### src/core/gpoexp_regs.vh
`ifndef GPOEXP_REGS_VH
`define GPOEXP_REGS_VH
// Bus addresses and general call software reset byte
`define GPOEXP_SLAVE_ADDR 7'h48
`define GPOEXP_GCALL_ADDR 7'h00
`define GPOEXP_SWRST_BYTE 8'h06
// Output register reset value and read-back filler
`define GPOEXP_OUT_RESET 4'hF
`define GPOEXP_UPPER_FILL 4'hF
// Sampler depth for SCL/SDA
`define GPOEXP_SYNC_LEN 2
`endif

### src/core/gpoexp_sync.v
`timescale 1ns/1ps
`default_nettype none
module gpoexp_sync (
  // Clock and reset
  input wire clk,
  input wire rst_b,
  // Raw level in, settled level out
  input wire din,
  output reg dout
);
  reg meta_r;

  // Two-stage synchroniser, idles high like the bus
  always @(posedge clk or negedge rst_b) begin
    if (!rst_b) begin
      meta_r <= 1'b1;
      dout <= 1'b1;
    end else begin
      meta_r <= din;
      dout <= meta_r;
    end
  end
endmodule // gpoexp_sync
`default_nettype wire

### src/core/gpoexp_top.v
`include "gpoexp_regs.vh"
`timescale 1ns/1ps
`default_nettype none
module gpoexp_top (
  // Clock and reset
  input wire clk,
  input wire rst_b,
  // I2C bus, open drain data
  input wire scl_i,
  input wire sda_i,
  output reg sda_o,
  output reg sda_oe,
  // Output port lines
  output reg out_line_0,
  output reg out_line_1,
  output reg out_line_2,
  output reg out_line_3,
  // Sensed pin levels
  input wire [3:0] pin_level
);
  localparam [2:0] ST_IDLE = 3'h0;
  localparam [2:0] ST_ADDR = 3'h1;
  localparam [2:0] ST_WDATA = 3'h2;
  localparam [2:0] ST_RDATA = 3'h3;
  localparam [2:0] ST_GCALL = 3'h4;
  localparam [2:0] ST_GDONE = 3'h5;

  wire scl_s;
  wire sda_s;
  reg scl_d_r;
  reg sda_d_r;
  reg [2:0] state_r;
  reg [3:0] bit_cnt_r;
  reg [7:0] shift_r;
  reg [7:0] tx_r;
  reg ack_phase_r;
  reg ack_drive_r;
  reg [3:0] out_r;
  reg [3:0] pend_r;
  reg pend_vld_r;
  reg rst_pend_r;
  reg mack_r;

  gpoexp_sync u_sync_scl (
    .clk(clk),
    .rst_b(rst_b),
    .din(scl_i),
    .dout(scl_s)
  );
  gpoexp_sync u_sync_sda (
    .clk(clk),
    .rst_b(rst_b),
    .din(sda_i),
    .dout(sda_s)
  );

  // Bus condition decode
  wire scl_rise = scl_s & ~scl_d_r;
  wire scl_fall = ~scl_s & scl_d_r;
  wire start_c = scl_s & scl_d_r & sda_d_r & ~sda_s;
  wire stop_c = scl_s & scl_d_r & ~sda_d_r & sda_s;
  wire [7:0] byte_in = {shift_r[6:0], sda_s};
  wire byte_done = scl_rise & ~ack_phase_r & (bit_cnt_r == 4'h7);
  // Fresh pin image with ones in the upper nibble
  wire [7:0] pin_byte = {`GPOEXP_UPPER_FILL, pin_level};

  // History of synchronised lines
  always @(posedge clk or negedge rst_b) begin
    if (!rst_b) begin
      scl_d_r <= 1'b1;
      sda_d_r <= 1'b1;
    end else begin
      scl_d_r <= scl_s;
      sda_d_r <= sda_s;
    end
  end

  // Bus state machine and output register
  always @(posedge clk or negedge rst_b) begin
    if (!rst_b) begin
      state_r <= ST_IDLE;
      bit_cnt_r <= 4'h0;
      shift_r <= 8'h00;
      tx_r <= 8'hFF;
      ack_phase_r <= 1'b0;
      ack_drive_r <= 1'b0;
      out_r <= `GPOEXP_OUT_RESET;
      pend_r <= 4'h0;
      pend_vld_r <= 1'b0;
      rst_pend_r <= 1'b0;
      mack_r <= 1'b0;
    end else if (start_c) begin
      state_r <= ST_ADDR;
      bit_cnt_r <= 4'h0;
      ack_phase_r <= 1'b0;
      ack_drive_r <= 1'b0;
      pend_vld_r <= 1'b0;
      rst_pend_r <= 1'b0; // Repeated start cancels software reset
    end else if (stop_c) begin
      if (rst_pend_r) begin
        out_r <= `GPOEXP_OUT_RESET;
      end
      state_r <= ST_IDLE;
      ack_phase_r <= 1'b0;
      ack_drive_r <= 1'b0;
      pend_vld_r <= 1'b0;
      rst_pend_r <= 1'b0;
    end else if (state_r != ST_IDLE) begin
      if (scl_rise && !ack_phase_r) begin
        shift_r <= byte_in;
        bit_cnt_r <= bit_cnt_r + 4'h1;
      end
      if (scl_rise && ack_phase_r) begin
        mack_r <= ~sda_s;
      end
      // Byte received: decide on acknowledge
      if (byte_done) begin
        ack_drive_r <= 1'b0;
        case (state_r)
          ST_ADDR: begin
            if (byte_in[7:1] == `GPOEXP_SLAVE_ADDR) begin
              ack_drive_r <= 1'b1;
              state_r <= byte_in[0] ? ST_RDATA : ST_WDATA;
            end else if (byte_in == {`GPOEXP_GCALL_ADDR, 1'b0}) begin
              ack_drive_r <= 1'b1;
              state_r <= ST_GCALL;
            end
          end
          ST_WDATA: begin
            ack_drive_r <= 1'b1;
            pend_r <= byte_in[3:0];
            pend_vld_r <= 1'b1;
          end
          ST_GCALL: begin
            if (byte_in == `GPOEXP_SWRST_BYTE) begin
              ack_drive_r <= 1'b1;
              rst_pend_r <= 1'b1;
            end
            state_r <= ST_GDONE;
          end
          default: begin
            ack_drive_r <= 1'b0;
          end
        endcase
      end
      // Enter or leave the acknowledge slot on falling SCL
      if (scl_fall) begin
        if (bit_cnt_r == 4'h8 && !ack_phase_r) begin
          ack_phase_r <= 1'b1;
          bit_cnt_r <= 4'h0;
          // Read keeps its address ack; data byte acks belong to the master
          if (state_r != ST_RDATA && !ack_drive_r) begin
            state_r <= ST_IDLE; // Not ours: ignore until next start
          end
          if (state_r == ST_RDATA && ack_drive_r) begin
            tx_r <= pin_byte; // First read byte after address ack
          end
        end else if (ack_phase_r) begin
          ack_phase_r <= 1'b0;
          ack_drive_r <= 1'b0;
          if (pend_vld_r) begin
            out_r <= pend_r;
            pend_vld_r <= 1'b0;
          end
          if (state_r == ST_RDATA) begin
            tx_r <= pin_byte;
            if (!mack_r && bit_cnt_r == 4'h0 && shift_r[0] == 1'b0) begin
              state_r <= ST_RDATA;
            end
          end
        end else if (state_r == ST_RDATA) begin
          tx_r <= {tx_r[6:0], 1'b1};
        end
      end
      // Master nack ends a read
      if (scl_rise && ack_phase_r && state_r == ST_RDATA && sda_s) begin
        state_r <= ST_IDLE;
      end
    end
  end

  // Drive SDA low for acks and zero read bits; lines from flops
  always @(posedge clk or negedge rst_b) begin
    if (!rst_b) begin
      sda_o <= 1'b0;
      sda_oe <= 1'b0;
      out_line_0 <= 1'b1;
      out_line_1 <= 1'b1;
      out_line_2 <= 1'b1;
      out_line_3 <= 1'b1;
    end else begin
      sda_o <= 1'b0;
      sda_oe <= (ack_phase_r & ack_drive_r) |
        ((state_r == ST_RDATA) & ~ack_phase_r & ~tx_r[7]);
      out_line_0 <= out_r[0];
      out_line_1 <= out_r[1];
      out_line_2 <= out_r[2];
      out_line_3 <= out_r[3];
    end
  end
endmodule // gpoexp_top
`default_nettype wire

### config.mk
export PLATFORM = sky130hd
export DESIGN_NAME = gpoexp_top
export DESIGN_NICKNAME = d
export VERILOG_FILES = /design/src/core/gpoexp_sync.v /design/src/core/gpoexp_top.v
export VERILOG_INCLUDE_DIRS = /design/src /design/src/core
export SDC_FILE = /design/constraint.sdc
export NUM_CORES = 1
export LEC_CHECK = 0
export BUFFER_PORTS_ARGS = -buffer_cell sky130_fd_sc_hd__buf_2
export CAP_MARGIN = 20
export CORE_UTILIZATION = 45
export CTS_CLUSTER_DIAMETER = 120
export DETAILED_ROUTE_END_ITERATION = 16
export GPL_ROUTABILITY_DRIVEN = 0
export PLACE_DENSITY_LB_ADDON = 0.12
export RECOVER_POWER = 50
export SKIP_CTS_REPAIR_TIMING = 1
export SLEW_MARGIN = 20
export SYNTH_ARGS = -nofsm -noshare
export SYNTH_HDL_FRONTEND = slang
export SYNTH_SLANG_ARGS = --single-unit
### constraint.sdc
create_clock -name clk -period 2.1 [get_ports clk]
set_input_delay 0.315 -clock clk [delete_from_list [all_inputs] [get_ports clk]]
set_output_delay 0.315 -clock clk [all_outputs]
set_load 0.005 [all_outputs]
# Word-level counts from Yosys, hierarchy flattened
# Cells that the tools add are included.
[word_totals]
wordCells = 156
reg_bits = 46
out_inout_bits = 6
input_bits = 8
[classes]
eq_ne = 13
n_reduce_logical = 34
muxes = 64
bitwise = 22
add_sub_neg = 1
[ops]
columns = ["cell", "count"]
rows = [
  ["4-bit 2-to-1 mux", 13],
  ["8-bit 2-to-1 mux", 5],
  ["3-bit 2-to-1 mux", 13],
  ["1-bit 2-to-1 mux", 31],
  ["3-bit nonzero test", 6],
  ["1-bit AND", 12],
  ["4-bit AND reduction", 3],
  ["2-bit nonzero test", 6],
  ["1-bit logical AND", 9],
  ["1-bit inverter", 9],
  ["8-bit by 3-bit == test with 1-bit output, second input constant", 1],
  ["8-bit zero test", 1],
  ["7-bit == test, second input constant", 1],
  ["7-bit AND reduction", 1],
  ["3-bit by 2-bit == test with 1-bit output, second input constant", 2],
  ["2-bit inequality test, second input constant", 3],
  ["3-bit case mux with 2 select lines", 1],
  ["6-bit AND reduction", 1],
  ["5-bit AND reduction", 1],
  ["4-bit by 1-bit adder with 4-bit output, second input constant", 1],
  ["4-bit by 3-bit == test with 1-bit output, second input constant", 1],
  ["4-bit == test, second input constant", 1],
  ["4-bit zero test", 1],
  ["2-bit AND reduction", 2],
  ["other kinds (7)", 9],
]

# Longest topological paths before layout
[depth]
word_depth = 14
ltp_mapped = 7

# By module
# Synthesis repeated with hierarchy kept, for this count alone.
[hier_totals]
cells_unflattened = 182
hier_area_um2 = 2068.2
[modules_own_cells]
columns = ["mod", "area_each_um2", "cells_each", "seq_area_each_um2", "n_inst"]
rows = [
  ["gpoexp_top", 1963.1, 178, 1048.5, 1],
  ["gpoexp_sync", 52.6, 2, 52.6, 2],
]

# Worst setup path after synthesis
# OpenSTA, ideal clock, no wires.
[synth_timing]
path_kind = "register to register"
startpoint = "register state_r[1]"
endpoint = "register shift_r[0]"
slack_ps = 472
path_stages_with_launch = 6
setup_ps = 125
arrival_ps = 1503
period_less_slack_ps = 1628
n_path_buf = 2
path_cell_list = "dfrtp_1 buf_2 or3_1 buf_2 nand3_2 mux2_2"
[synth_via]
elab_chain_len = 2
[synth_rtl]
columns = ["item", "line", "rtl"]
rows = [
  ["start, declared", "gpoexp_top.v:32", "reg [2:0] state_r;"],
  ["start signal, assigned", "gpoexp_top.v:123", "state_r <= byte_in[0] ? ST_RDATA : ST_WDATA;"],
  ["3-bit nonzero test", "gpoexp_top.v:108", "end else if (state_r != ST_IDLE) begin"],
  ["4-bit AND reduction (no source line)", "n/a", ""],
  ["end signal, assigned", "gpoexp_top.v:110", "shift_r <= byte_in;"],
  ["end, declared", "gpoexp_top.v:34", "reg [7:0] shift_r;"],
]
# No other way between the ends.
# A chain may end at the register's enable or synchronous reset.

# Worst setup path in the final report
[layout_timing]
startpoint = "register u_sync_scl.dout"
endpoint = "register pend_r[1]"
[layout_via]
elab_chain_len = 5
word_cells_on_any_way = 11
[layout_rtl]
columns = ["item", "line", "rtl"]
rows = [
  ["start, declared", "gpoexp_sync.v:9", "output reg dout"],
  ["start signal, assigned", "gpoexp_sync.v:20", "dout <= meta_r;"],
  ["1-bit AND", "gpoexp_top.v:60, gpoexp_top.v:61", ""],
  ["1-bit AND (on tied branches) (2 in a row)", "gpoexp_top.v:61, gpoexp_top.v:60", ""],
  ["1-bit inverter (no source line)", "n/a", ""],
  ["5-bit AND reduction (no source line) (*)", "n/a", ""],
  ["end signal, assigned", "gpoexp_top.v:131", "pend_r <= byte_in[3:0];"],
  ["end, declared", "gpoexp_top.v:39", "reg [3:0] pend_r;"],
]
# Every way passes the cells marked *; elsewhere a longest branch is shown, timed or not.

==> results.yml <==
placement:
  pre_cts_slack_ns: 0.348
  io_buffers: 12
  place_inst: 246
  dp_hpwl_mm: 2.75
logic_synthesis:
  synthSimpleGateAreaFrac_pct: 19.1
  synth_flop_cell: "dfrtp_1"
  syn_inst: 189
  synth_top_cell_area_share_pct: 27.6
  mappedNetlistNets: 199
  synthAdderAreaFrac_pct: 1.19
  syn_area_um2: 2090
  synth_area_leaders: "dfstp_2, dfrtp_1, mux2_2, nor2_1, o21ai_0"
  synth-warning-count: 0
  ys_ff_latch: 45
  yosys.cell_types.count: 47
  synthMuxAreaShare_pct: 8.36
  async_reset_ff_share_pct: 100
  synth_top_family_by_area: "simple AND/OR/NAND/NOR gates"
  synth_compound_area_share_pct: 11.2
  synth_area_leader_cell: "dfstp_2"
  synthXorXnorAreaFrac_pct: 1.67
  syn_area_per_cell_um2: 11.1
  ys_seq_area_share_pct: 55.1
  synth_edf_count: 0
timing:
  final-hold-violation-count: 0
  setup_tns_ns: 0
  fin_skew_ns: 0.00760
  layout_setup_ws_ns: 0.264
  period_needed_ns: 1.84
  finalCritPeriodShare_pct: 87.4
  slew_headroom_pct: 19.2
  worst_pin_slew_ns: 1.21
  hold_ws_ns: 0.104
  rsz0062_at_grt: "no"
  fmaxAchievable_mhz: 545
  drv_slew: 0
  setup_viol: 0
clocking:
  cts.clk_slew.worst_paths_ns: 0.09
  cts_tree: "yes"
  cts_root_buf: "clkbuf_8"
  clock_latency_ns: 0.31
  cts.sinks: 45
  cts_made_buffers: 5
  h-tree-depth: 2
  clockBufferDepth: 2
layout:
  antenna_cells: 0
  fillers: 408
  utilization_pct: 52.3
  nNetsFinal: 212
  syn2layout_area_growth_pct: 10.2
  drive_above_1_share_pct: 30.0
  final_cell_count_no_fill: 255
power:
  powerDensity_nw_per_um2: 869
  power.switching_w: 0.000613
  comb_power_share_pct: 17.9
  netSwitchingFraction_pct: 30.6
  seqPwrFrac_pct: 54.4
  ir_drop_mv: 0.424
  p_int_w: 0.00139
  power_leakage_nw: 1.02
  p_clk_share_pct: 27.7
drt:
  drc: 0
  first_iter_violations: 93
  first_pass_iters: 4
  wl_per_cell_um: 14.8
  totalWireLength_mm: 3.77
  ant_nets: 0
  vias_per_cell: 5.80
  num_vias: 1478
worst_hold_path:
  min_path_type: "input port to flop"
floorplan:
  core_um2: 4410
  die_x_um: 70.2
  rows: 24
  die_h_um: 70.2
  initial_utilization_pct: 47.4
  die_area_um2: 4930
  num_io_pins: 14
setup_path:
  setup.worst_path.start_class: "flop"
  crit_buf_inv: 0
  crit_chain: "and4bb_1 > and3b_2 > nand4b_4 > mux2_2"
  crit_family: "simple AND/OR/NAND/NOR gates"
  end_kind: "flop"
  criticalPathCategory: "flop to flop"
  crit_required_ns: 2.30
  worstPathArrival_ns: 2.03
  cp_slowest_stage_delay_ns: 0.69
  cpMaxStageDelayCell: "dfstp_1"
  crit_fanout: 8
run:
  maxCapViolations: 0
grt:
  grt_pass1_wl_mm: 6.41
  grt_pass1_vias: 1380
  antenna_found_initial: 0
  grt_max_degree: 25
  grt_overflow: 0
  grt_use_total_pct: 16.7
status:
  outcome: "finished, final reports clean"
==> through the flow <==
stage | total power (W) | area [um^2]
after floorplan | 0.00135 | 2090
after global placement | 0.00145 | 2210
after detailed placement | 0.00147 | 2210
after CTS | 0.00203 | 2300
after global routing | 0.00212 | 2310
final | 0.00201 | 2310
==> cells by family after synthesis <==
logic type      count (synthesis)
mux                            16
other cells                     1
compound gates                 36
simple gates                   70
fa+ha+maj                       2
xor+xnor                        4
flops                          45
buf+inv                        15
==> final timing paths <==
path                                          end              start  slack, ns  cells past startpoint
worst max-delay path                    pend_r[1]    u_sync_scl.dout       0.26                      4
worst min-delay path            u_sync_scl.meta_r              scl_i       0.10                      1
worst max register to register          pend_r[1]    u_sync_scl.dout       0.26                      4
worst min register to register    u_sync_sda.dout  u_sync_sda.meta_r       0.37                      0
max in group asynchronous       u_sync_sda.meta_r              rst_b       0.53                      3
min in group asynchronous                  sda_oe              rst_b       0.77                      2
==> power by group through the flow <==
stage	logic [W]	registers [W]	clock network [W]
after global routing	0.000397	0.00111	0.000614
after detailed placement	0.000359	0.00111	0
final	0.000359	0.00109	0.000555
after global placement	0.000349	0.00110	0
after floorplan	0.000293	0.00106	0
after CTS	0.000360	0.00110	0.000577
==> registers in the layout, indices dropped and copies added, names as in the netlist, 3 cells and up <==
signal     cells
pend_r         4
out_r          4
tx_r           8
state_r        3
shift_r        7
bit_cnt_r      4
==> cell type report <==
type | count | area [um^2] | share of cell area [%]
clock buffers | 5 | 68.8 | 2.98
repair buffers | 16 | 104 | 4.50
inverters | 5 | 18.8 | 0.813
well taps | 52 | 65.1 | 2.82
clock inverters | 3 | 23.8 | 1.03
multi-input cells | 129 | 875 | 37.9
flip-flops and latches | 45 | 1150 | 50.0
==> placed cells by master, fill, tap and decap left out, types with 3 or more instances in the layout <==
cell	instances
dfrtp_1	23
a21oi_1	7
mux2_2	12
xnor2_1	3
nand2_1	13
clkbuf_8	5
or3_1	3
nor3_1	5
nand3b_1	3
dfstp_1	5
nor2_1	22
buf_2	11
dfstp_2	17
inv_1	5
nand3_1	4
mux2i_1	4
o21ai_0	13
==> worst reg2reg max path, cell delays in order (launching register included) <==
cell	delay, ns
dfstp_1	0.69
and4bb_1	0.30
and3b_2	0.28
nand4b_4	0.16
mux2_2	0.31
==> cells in the mapped netlist, drive strengths merged (4+ instances only) <==
library cell and n:
dfrtp 23, dfstp 22, nor2 22, nand2 13, o21ai 13, mux2 12
a21oi 7, buf 6, inv 5, nand3 5, nor3 5, clkbuf 4
mux2i 4
==> layer usage <==
layer  GRT usage (%)  routed length (um)
met1            21.2                1680
met2            26.9                1840
met3            4.47                 188
met4            7.11                  61
met5               0                   0
Power figures use the tool's default switching activity.
